File: src/roc_pkg.sv
package roc_pkg;
  // Address fields of a processor request
  localparam int ADDR_W = 40;
  localparam int MAGIC_MSB = 35;
  localparam int MAGIC_LSB = 32;
  localparam int FN_MSB = 27;
  localparam int FN_LSB = 26;
  localparam int ENA_BIT = 25;
  localparam int STN_MSB = 39;
  localparam int STN_LSB = 36;
  // Outgoing header word fields
  localparam int ROUTE_MSB = 47;
  localparam int ROUTE_LSB = 40;
  localparam int SRC_MSB = 63;
  localparam int SRC_LSB = 52;
  localparam int SRC_W = 12;
  localparam int ROUTE_W = 8;
  // Selector and function codes
  localparam logic [3:0] MAGIC_PROC = 4'h1;
  localparam logic [3:0] MAGIC_MEM = 4'hF;
  localparam logic [3:0] MAGIC_REMOTE = 4'h8;
  localparam logic [1:0] FN_FIFO = 2'h0;
  localparam logic [1:0] FN_PARITY = 2'h1;
  localparam logic [1:0] FN_INTR = 2'h2;
  localparam logic [1:0] FN_LBUS = 2'h3;
  // Reset values
  localparam logic [7:0] MASK_RST = 8'h00;
  localparam logic OVR_RST = 1'b0;
  localparam logic FIFO_EN_RST = 1'b1;
  localparam logic PAR_EN_RST = 1'b1;
  // Where the beats of the current packet go
  typedef enum logic [1:0] {DST_OUT, DST_LB, DST_CTRL} roc_dest_t;
endpackage

File: src/roc_ctrl.sv
`timescale 1ns/1ps
module roc_ctrl #(
  parameter int WORD_W = 64
) (
  // Clock and reset
  input wire logic clk,
  input wire logic reset,
  // Processor request stream
  input wire logic pr_valid,
  output logic pr_ready,
  input wire logic pr_first,
  input wire logic pr_last,
  input wire logic pr_write,
  input wire logic [roc_pkg::ADDR_W-1:0] pr_addr,
  input wire logic [WORD_W-1:0] pr_data,
  // Processor response
  output logic rsp_valid,
  output logic [WORD_W-1:0] rsp_data,
  // Outgoing FIFO
  output logic out_valid,
  input wire logic out_ready,
  output logic out_header,
  output logic out_last,
  output logic out_write,
  output logic [WORD_W-1:0] out_word,
  // Local bus
  output logic lb_valid,
  input wire logic lb_ready,
  output logic lb_first,
  output logic lb_last,
  output logic lb_write,
  output logic [WORD_W-1:0] lb_word,
  input wire logic lb_rsp_valid,
  output logic lb_rsp_ready,
  input wire logic [WORD_W-1:0] lb_rsp_data,
  // Incoming FIFO and delivery to processor
  input wire logic in_valid,
  output logic in_ready,
  input wire logic [WORD_W-1:0] in_word,
  input wire logic in_perr,
  output logic cpu_in_valid,
  input wire logic cpu_in_ready,
  output logic [WORD_W-1:0] cpu_in_word,
  output logic parity_irq,
  // Station strap and status
  input wire logic [roc_pkg::SRC_W-1:0] src_route_pin,
  output logic fifo_enabled,
  output logic parity_check_on,
  output logic override_enable_flag,
  output logic [7:0] routing_override_mask
);
  if (WORD_W != 64) begin : g_bad_width
    $error("roc_ctrl supports only 64-bit words");
  end
  roc_pkg::roc_dest_t dest_ff, hdr_dest, cur_dest;
  logic fifo_en_ff, par_en_ff, ovr_ff;
  logic [1:0] sel_ff, fn;
  logic ena_ff, wr_ff, ov_ff, ov_lb_ff, ohdr_ff, olast_ff, owr_ff;
  logic rsp_v_ff, ib_v_ff, irq_ff;
  logic [WORD_W-1:0] oword_ff, rsp_d_ff, ib_word_ff, out_addr;
  logic [roc_pkg::SRC_W-1:0] src_s1_ff, src_ff;
  logic [3:0] magic;
  logic [7:0] mask_ff, route, wr_byte;
  logic use_mask, take, hdr_take, oreg_free, ctrl_rd, ctrl_wr, pop;
  assign magic = pr_addr[roc_pkg::MAGIC_MSB:roc_pkg::MAGIC_LSB];
  assign fn = pr_addr[roc_pkg::FN_MSB:roc_pkg::FN_LSB];
  assign wr_byte = pr_data[roc_pkg::ROUTE_MSB:roc_pkg::ROUTE_LSB];
  // Destination decode of a header beat
  always_comb begin
    if (magic != roc_pkg::MAGIC_PROC) begin
      hdr_dest = roc_pkg::DST_OUT;
    end else if (fn == roc_pkg::FN_LBUS) begin
      hdr_dest = roc_pkg::DST_LB;
    end else begin
      hdr_dest = roc_pkg::DST_CTRL;
    end
    cur_dest = pr_first ? hdr_dest : dest_ff;
  end
  assign oreg_free = !ov_ff || (ov_lb_ff ? lb_ready : out_ready);
  assign pr_ready = (cur_dest == roc_pkg::DST_CTRL) || oreg_free;
  assign take = pr_valid && pr_ready;
  assign hdr_take = take && pr_first;
  assign ctrl_rd = hdr_take && hdr_dest == roc_pkg::DST_CTRL && !pr_write;
  assign ctrl_wr = take && !pr_first && dest_ff == roc_pkg::DST_CTRL && wr_ff &&
                   sel_ff != roc_pkg::FN_INTR;
  roc_route_sel u_route (
    .station(pr_addr[roc_pkg::STN_MSB:roc_pkg::STN_LSB]),
    .magic(magic),
    .fn_hi(pr_addr[roc_pkg::FN_MSB]),
    .ovr_en(ovr_ff),
    .mask(mask_ff),
    .route(route),
    .use_mask(use_mask)
  );
  // Source bits always from the strap, never from the mask
  assign out_addr = {src_ff, 4'h0, route, pr_addr};
  // Strap synchroniser
  always_ff @(posedge clk or posedge reset) begin
    if (reset) begin
      src_s1_ff <= '0;
      src_ff <= '0;
    end else begin
      src_s1_ff <= src_route_pin;
      src_ff <= src_s1_ff;
    end
  end
  // Packet tracking
  always_ff @(posedge clk or posedge reset) begin
    if (reset) begin
      dest_ff <= roc_pkg::DST_OUT;
      sel_ff <= roc_pkg::FN_FIFO;
      ena_ff <= 1'b0;
      wr_ff <= 1'b0;
    end else if (hdr_take) begin
      dest_ff <= hdr_dest;
      sel_ff <= fn;
      ena_ff <= pr_addr[roc_pkg::ENA_BIT];
      wr_ff <= pr_write;
    end
  end
  // Control state
  always_ff @(posedge clk or posedge reset) begin
    if (reset) begin
      fifo_en_ff <= roc_pkg::FIFO_EN_RST;
      par_en_ff <= roc_pkg::PAR_EN_RST;
      ovr_ff <= roc_pkg::OVR_RST;
      mask_ff <= roc_pkg::MASK_RST;
    end else if (ctrl_rd) begin
      if (fn == roc_pkg::FN_FIFO) begin
        fifo_en_ff <= 1'b0;
      end
      if (fn == roc_pkg::FN_PARITY) begin
        par_en_ff <= 1'b0;
      end
    end else if (ctrl_wr) begin
      mask_ff <= wr_byte;
      ovr_ff <= ena_ff;
      if (sel_ff == roc_pkg::FN_FIFO) begin
        fifo_en_ff <= 1'b1;
      end else begin
        par_en_ff <= 1'b1;
      end
    end
  end
  // Output register shared by outgoing FIFO and local bus
  always_ff @(posedge clk or posedge reset) begin
    if (reset) begin
      ov_ff <= 1'b0;
      ov_lb_ff <= 1'b0;
      ohdr_ff <= 1'b0;
      olast_ff <= 1'b0;
      owr_ff <= 1'b0;
      oword_ff <= '0;
    end else if (take && cur_dest != roc_pkg::DST_CTRL) begin
      ov_ff <= 1'b1;
      ov_lb_ff <= cur_dest == roc_pkg::DST_LB;
      ohdr_ff <= pr_first;
      olast_ff <= pr_last;
      owr_ff <= pr_first ? pr_write : wr_ff;
      if (!pr_first) begin
        oword_ff <= pr_data;
      end else if (hdr_dest == roc_pkg::DST_LB) begin
        oword_ff <= {{(WORD_W-roc_pkg::ADDR_W){1'b0}}, pr_addr};
      end else begin
        oword_ff <= out_addr;
      end
    end else if (oreg_free) begin
      ov_ff <= 1'b0;
    end
  end
  assign out_valid = ov_ff && !ov_lb_ff;
  assign lb_valid = ov_ff && ov_lb_ff;
  assign out_header = ohdr_ff;
  assign lb_first = ohdr_ff;
  assign out_last = olast_ff;
  assign lb_last = olast_ff;
  assign out_write = owr_ff;
  assign lb_write = owr_ff;
  assign out_word = oword_ff;
  assign lb_word = oword_ff;
  // Responses; control writes give none
  assign lb_rsp_ready = !ctrl_rd;
  always_ff @(posedge clk or posedge reset) begin
    if (reset) begin
      rsp_v_ff <= 1'b0;
      rsp_d_ff <= '0;
    end else begin
      rsp_v_ff <= ctrl_rd || lb_rsp_valid && lb_rsp_ready;
      rsp_d_ff <= ctrl_rd ? '0 : lb_rsp_data;
    end
  end
  assign rsp_valid = rsp_v_ff;
  assign rsp_data = rsp_d_ff;
  // Incoming path, stalled while disabled
  assign cpu_in_valid = ib_v_ff && fifo_en_ff;
  assign pop = cpu_in_valid && cpu_in_ready;
  assign in_ready = fifo_en_ff && (!ib_v_ff || pop);
  always_ff @(posedge clk or posedge reset) begin
    if (reset) begin
      ib_v_ff <= 1'b0;
      ib_word_ff <= '0;
      irq_ff <= 1'b0;
    end else begin
      if (in_valid && in_ready) begin
        ib_v_ff <= 1'b1;
        ib_word_ff <= in_word;
      end else if (pop) begin
        ib_v_ff <= 1'b0;
      end
      irq_ff <= in_valid && in_ready && in_perr && par_en_ff;
    end
  end
  assign cpu_in_word = ib_word_ff;
  assign parity_irq = irq_ff;
  assign fifo_enabled = fifo_en_ff;
  assign parity_check_on = par_en_ff;
  assign override_enable_flag = ovr_ff;
  assign routing_override_mask = mask_ff;
endmodule

File: src/roc_route_sel.sv
`timescale 1ns/1ps
module roc_route_sel (
  // Request fields
  input wire logic [3:0] station,
  input wire logic [3:0] magic,
  input wire logic fn_hi,
  // Override state
  input wire logic ovr_en,
  input wire logic [7:0] mask,
  // Routing byte
  output logic [7:0] route,
  output logic use_mask
);
  logic [7:0] auto_route;

  always_comb begin
    auto_route = 8'h00;
    auto_route[{1'b1, station[3:2]}] = 1'b1;
    auto_route[{1'b0, station[1:0]}] = 1'b1;
    use_mask = (ovr_en && magic == roc_pkg::MAGIC_MEM) ||
               (magic == roc_pkg::MAGIC_REMOTE && fn_hi);
    route = use_mask ? mask : auto_route;
  end
endmodule

File: config.mk
export PLATFORM = sky130hd
export DESIGN_NAME = roc_ctrl
export DESIGN_NICKNAME = d
export VERILOG_FILES = /design/src/roc_pkg.sv /design/src/roc_ctrl.sv /design/src/roc_route_sel.sv
export SDC_FILE = /design/constraint.sdc
export NUM_CORES = 1
export LEC_CHECK = 0
export ABC_AREA = 1
export BUFFER_PORTS_ARGS = -buffer_cell sky130_fd_sc_hd__buf_2
export CORE_AREA = 4 4 205 207
export CTS_CLUSTER_DIAMETER = 80
export DETAILED_ROUTE_END_ITERATION = 7
export DIE_AREA = 0 0 209 211
export PLACE_DENSITY = 0.59
export SYNTH_ARGS = -nofsm -noshare
export SYNTH_HDL_FRONTEND = slang
export SYNTH_SLANG_ARGS = --single-unit
export TNS_END_PERCENT = 50
File: constraint.sdc
create_clock -name clk -period 10.1 [get_ports clk]
set_input_delay 2.02 -clock clk [delete_from_list [all_inputs] [get_ports clk]]
set_output_delay 2.02 -clock clk [all_outputs]
set_load 0.05 [all_outputs]
==> results.sh, run 1 <==
export IMPL_synth_xor_area_share_pct=0
export IMPL_max_vdd_ir_drop_uv=217
export IMPL_drive_above_1_share_pct=45.3
export IMPL_end_kind="primary output"
export IMPL_vias=8314
export IMPL_cp_arrival_ns=4.23
export IMPL_synth_seq_cells=241
export IMPL_min_to="src_ff[3]"
export IMPL_grt_max_degree=118
export IMPL_fmax_ghz=0.160
export IMPL_hold_class="reg -> reg"
export IMPL_worstReg2RegStart="ov_lb_ff"
export IMPL_n_fill_cell=4247
export IMPL_drt_iter0_markers=413
export IMPL_layout_setup_ws_ns=3.85
export IMPL_synthTopCellsByCount="nand2_1 (408), dfrtp_1 (239), inv_1 (86)"
export IMPL_drc=0
export IMPL_synth_area_top_cells="dfrtp_1 (59%), nand2_1 (15%), mux2_2 (7.1%)"
export IMPL_gp_congestion=0.881
export IMPL_area_growth_pct=34.3
export IMPL_core_sq_mm=0.0404
export IMPL_p_per_area_mw_per_mm2=306
export IMPL_cts_buffers=27
export IMPL_status="complete, no violations"
export IMPL_rr_worst_depth=10
export IMPL_cts_tree="done"
export IMPL_synthAdderAreaFrac_pct=0
export IMPL_grt_pass1_vias=8468
export IMPL_synth_nets=1276
export IMPL_synth_top_family_by_area="simple AND/OR/NAND/NOR gates"
export IMPL_grt_overflow_total=0
export IMPL_yosys_area_share_simple_pct=18.7
export IMPL_fin_nets=1737
export IMPL_place_inst=1984
export IMPL_io_buffers=536
export IMPL_dieArea_sq_mm=0.0441
export IMPL_numClockSinks=241
export IMPL_finalCriticalPeriod_ns=6.25
export IMPL_path_class="in -> out"
export IMPL_wirelength_um=32200
export IMPL_p_leak_nw=7.76
export IMPL_min_from="src_s1_ff[3]"
export IMPL_cts_max_path_buffers=3
export IMPL_h_tree_depth=1
export IMPL_fin_crit_sh_pct=61.9
export IMPL_r2r_end="lb_last"
export IMPL_worst_pin_slew_ns=0.882
export IMPL_fp_dieH_um=211
export IMPL_cp_data_required_time_ns=8.08
export IMPL_ff_latch_area_sq_mm=0.00603
export IMPL_rsz0062_at_grt="false"
export IMPL_crit_path_start_kind="primary input"
export IMPL_synth_cell_type_count=30
export IMPL_die_x_um=209
export IMPL_crit_fanout=65
export IMPL_setup_viol=0
export IMPL_antenna_found_initial=1
export IMPL_holdBufCountCts=0
export IMPL_yosysSeqAreaShare_pct=59.9
export IMPL_hold_viol=0
export IMPL_ctsResizeCount=0
export IMPL_whs_path_depth=0
export IMPL_maxSlewViolCount=0
export IMPL_wl_per_cell_um=15.9
export IMPL_synth_ff_type="dfrtp_1"
export IMPL_muxShareOfSynthArea_pct=7.15
export IMPL_n_antenna_cell=0
export IMPL_synth_area_per_cell_sq_um=9.88
export IMPL_fin_cells=2030
export IMPL_async_flop_share_pct=100
export IMPL_synth_top_area_share_pct=59.3
export IMPL_post_cts_buffers=0
export IMPL_yosysTopAreaCell="dfrtp_1"
export IMPL_place_hpwl_um=24300
export IMPL_cts_root_buf="clkbuf_16"
export IMPL_rrSetupSlack_ns=7.10
export IMPL_path_clk_slew_ns=0.06
export IMPL_synth_most_common_cell="nand2_1"
export IMPL_relSlewSlack_pct=41.2
export IMPL_place_ws_ns=3.80
export IMPL_drv_cap=0
export IMPL_dr_pass1_iters=4
export IMPL_grt_first_pass_wirelength_um=48500
export IMPL_ant_nets=0
export IMPL_tns_ns=0
export IMPL_synth_compound_area_share_pct=2.97
export IMPL_initial_core_util_pct=25.0
export IMPL_rows=74
export IMPL_multi_input_area_sq_mm=0.00291
export IMPL_clock_latency_ns=0.54
export IMPL_synth_edff_count=0
export IMPL_yosysWarnings=0
export IMPL_finClkSkew_ns=0.0176
export IMPL_io_pin_count=537
export IMPL_via_per_inst=4.10
export IMPL_track_usage_pct=13.7
export IMPL_syn_cell_area_sq_mm=0.0101
export IMPL_synth_cells=1020
==> critical path, stage by stage <==
cell and delay (ns):
buf_2 0.58, inv_2 0.14, nand2_1 0.10, nand2_1 0.11, nand2_4 0.12, nand2_4 0.07
nand4_1 0.11, buf_4 0.52, buf_2 0.39
==> where the power goes <==
part           internal [mW]  switching [mW]  total [mW]
registers               1.17           0.160        1.33
clock network          0.547           0.391       0.938
logic                  0.373            1.50        1.87
total                   2.09            2.05        4.14
==> final cells by class <==
class	instances	share of cell area (%)
Timing Repair Buffer	542	20.2
Clock inverter	6	0.305
Multi-Input combinational cell	578	21.5
Clock buffer	40	5.94
Inverter	91	2.60
Sequential cell	241	44.6
Tap cell	532	4.92
==> flip-flops by register name (all words and copies together) (netlist names), 2 cells and up <==
name and cells:
cpu_in_word 64, lb_word 64, rsp_data 64, src_ff 12, src_s1_ff 12, routing_override_mask 8
dest_ff 2, sel_ff 2
==> kinds of logic (layout without fill, tap and decap cells) <==
kind of cell	after synthesis	in the layout
multiplexers	64	64
AND/OR/NAND/NOR	465	465
flip-flops	241	241
buffers and inverters	201	679
AO/OA/AOI/OAI	49	49
==> stage by stage <==
stage / util (%) / area, sq um / total power [mW] / hold slack (ns)
2_1_floorplan: - / 10100 / 2.91 / 0.331
3_3_place_gp: 31.4 / 12700 / 3.22 / 0.333
3_5_place_dp: 31.4 / 12700 / 3.24 / 0.336
4_1_cts: 33.5 / 13500 / 4.20 / 0.351
5_1_grt: 33.5 / 13500 / 4.33 / 0.357
6_report: 33.5 / 13500 / 4.14 / 0.348
==> worst max path at each step <==
stage	from	to	slack [ns]	cells after the start
final	pr_first	lb_rsp_ready	3.85	9
after global routing	pr_first	lb_rsp_ready	3.61	9
after CTS	pr_first	lb_rsp_ready	3.79	9
after detailed placement	pr_first	lb_rsp_ready	3.80	9
after global placement	pr_first	lb_rsp_ready	3.87	9
after floorplan	reset	cpu_in_word[0]	1.47	1
==> layout by cell type (no fill, tap or decap) <==
cell type	netlist	layout
dfrtp_1	239	239
inv_8	0	1
dfstp_2	2	2
o21ai_1	1	1
nand3_2	1	1
mux2_2	64	64
o31ai_1	1	1
nor3_1	9	9
clkbuf_16	0	27
or2_1	1	1
o21a_1	1	1
nor4_4	1	1
nor2_1	10	10
a21oi_1	9	9
clkbuf_1	15	5
clkinv_8	0	1
inv_1	86	85
nand3_1	11	11
nand2_4	6	6
nand4_1	4	4
nand2_1	408	407
or2_2	1	1
clkinv_2	0	5
o21ai_0	24	24
clkbuf_8	0	8
o21ai_2	1	1
nor2_2	2	2
buf_2	6	536
inv_2	4	4
nand2_2	11	12
buf_4	79	6
a22o_1	12	12
inv_4	1	1
==> metal layers <==
metal	track usage (%)	vias to the layer above	part of all wire (%)	routed length, um
met5	0	-	0.040	13
met4	3.87	2	2.5	801
met3	3.53	56	7.8	2520
met2	23.1	338	49	15800
met1	17.5	3946	41	13100
li1	-	3972	-	-
Power figures use the tool's default switching activity.
==> run 2: changes to the inputs <==
--- a/config.mk
+++ b/config.mk
@@ -7,11 +7,11 @@
 export LEC_CHECK = 0
 export ABC_AREA = 1
 export BUFFER_PORTS_ARGS = -buffer_cell sky130_fd_sc_hd__buf_2
-export CORE_AREA = 4 4 205 207
+export CORE_AREA = 4 4 204 206
 export CTS_CLUSTER_DIAMETER = 80
 export DETAILED_ROUTE_END_ITERATION = 7
-export DIE_AREA = 0 0 209 211
-export PLACE_DENSITY = 0.59
+export DIE_AREA = 0 0 208 210
+export PLACE_DENSITY = 0.61
 export SYNTH_ARGS = -nofsm -noshare
 export SYNTH_HDL_FRONTEND = slang
 export SYNTH_SLANG_ARGS = --single-unit
==> constraint.sdc (replaced) <==
create_clock -name clk -period 5.16 [get_ports clk]
set_input_delay 1.032 -clock clk [delete_from_list [all_inputs] [get_ports clk]]
set_output_delay 1.032 -clock clk [all_outputs]
set_load 0.05 [all_outputs]
==> results.sh, run 2 (same netlist as run 1, synthesis figures left out) <==
export IMPL_status="complete, no violations"
export IMPL_ctsResizeCount=0
export IMPL_grt_pass1_vias=8710
export IMPL_dieArea_sq_mm=0.0437
export IMPL_path_class="in -> out"
export IMPL_drv_cap=0
export IMPL_final_common_cell="buf_2"
export IMPL_via_per_inst=4.10
export IMPL_fin_crit_sh_pct=73.8
export IMPL_slowest_delay_ns=0.44
export IMPL_post_cts_buffers=0
export IMPL_antenna_found_initial=3
export IMPL_initial_core_util_pct=25.4
export IMPL_die_x_um=208
export IMPL_n_antenna_cell=0
export IMPL_path_buf_inv=2
export IMPL_io_pin_count=537
export IMPL_worst_pin_slew_ns=0.840
export IMPL_maxSlewViolCount=0
export IMPL_numClockSinks=241
export IMPL_finClkSkew_ns=0.0172
export IMPL_crit_fanout=17
export IMPL_crit_path_start_kind="primary input"
export IMPL_wl_met3_um=2520
export IMPL_place_hpwl_um=25000
export IMPL_gp_congestion=0.847
export IMPL_area_growth_pct=35.1
export IMPL_max_vdd_ir_drop_uv=416
export IMPL_fmax_ghz=0.263
export IMPL_cts_buffers=27
export IMPL_layout_common_cells="buf_2 (536), nand2_1 (407), dfrtp_1 (239)"
export IMPL_tns_ns=0
export IMPL_crit_chain="buf_2 > nand4_1 > nand2_1 > nand2_4 > nand2_4 > nand4_1 > buf_2"
export IMPL_grt_max_degree=128
export IMPL_p_leak_nw=7.80
export IMPL_vias=8302
export IMPL_end_kind="primary output"
export IMPL_cpLargestDelayFamily="simple AND/OR/NAND/NOR gates"
export IMPL_hold_class="reg -> reg"
export IMPL_cts_max_path_buffers=3
export IMPL_setup_viol=0
export IMPL_drt_iter0_markers=410
export IMPL_cp_arrival_ns=2.77
export IMPL_cp_data_required_time_ns=4.13
export IMPL_fp_dieH_um=210
export IMPL_drc=0
export IMPL_holdBufCountCts=0
export IMPL_power_mw=8.26
export IMPL_core_sq_mm=0.0396
export IMPL_top_layer_used="met5"
export IMPL_hold_viol=0
export IMPL_track_usage_pct=14.2
export IMPL_drive_above_1_share_pct=45.4
export IMPL_met1_length_um=12700
export IMPL_p_per_area_mw_per_mm2=606
export IMPL_wl_met2_um=16900
export IMPL_finalCriticalPeriod_ns=3.81
export IMPL_grt_overflow_total=0
export IMPL_rows=73
export IMPL_h_tree_depth=1
export IMPL_cts_tree="done"
export IMPL_cts_root_buf="clkbuf_16"
export IMPL_grt_first_pass_wirelength_um=49900
export IMPL_wirelength_um=32900
export IMPL_clock_latency_ns=0.56
export IMPL_fin_nets=1737
export IMPL_dr_pass1_iters=4
export IMPL_path_clk_slew_ns=0.06
export IMPL_ant_nets=0
export IMPL_io_buffers=536
export IMPL_holdWs_ns=0.338
export IMPL_slowest_stage="nand4_1"
export IMPL_relSlewSlack_pct=44.0
export IMPL_wl_per_cell_um=16.2
export IMPL_rsz0062_at_grt="false"
run 2: cell count changes in the layout (fill, tap and decap cells not counted), moves of 2 or more:
cell       change
buf_12         +2
buf_4          -2
bufinv_16      +3
clkinv_2       +3
clkbuf_8       -4
run 2: per-stage QoR:
step / instance area, sq um / std cells / utilization, % / setup WS (ns)
floorplan: 10100 / 1020 / - / 0.968
finish: 13600 / 2027 / 34.4 / 1.35
global placement: 12700 / 1977 / 32.0 / 1.32
global route: 13600 / 2027 / 34.4 / 1.24
detailed placement: 12700 / 1977 / 32.0 / 1.31
CTS: 13600 / 2027 / 34.4 / 1.30
run 2: cell type report:
type	instances	area (sq um)
multi-input cells	578	2910
flip-flops and latches	241	6030
repair buffers	542	2750
well taps	525	657
clock buffers	37	753
fillers	4144	26000
inverters	91	348
clock inverters	13	166
run 2: where the power goes:
| group | switching, mW | internal (mW) | total [mW] | leakage [nW] |
|---|---|---|---|---|
| sequential | 0.322 | 2.29 | 2.61 | 2.89 |
| combinational | 2.94 | 0.731 | 3.67 | 4.45 |
| clock | 0.799 | 1.18 | 1.98 | 0.459 |
run 2: final timing paths:
check,start,to,slack (ns),depth (start not counted)
worst max-delay path,pr_first,lb_rsp_ready,1.35,7
worst min-delay path,src_s1_ff[9],src_ff[9],0.34,0
worst max register to register,ov_lb_ff,lb_word[57],2.20,9
worst min register to register,src_s1_ff[9],src_ff[9],0.34,0
max in group asynchronous,reset,lb_word[20],3.89,3
min in group asynchronous,reset,rsp_data[9],0.63,3
run 2: routing by layer:
metal	track usage (%)	vias to the layer above
li1	-	3984
met5	0	-
met2	25.5	316
met3	4.20	47
met1	16.7	3949
met4	3.42	6
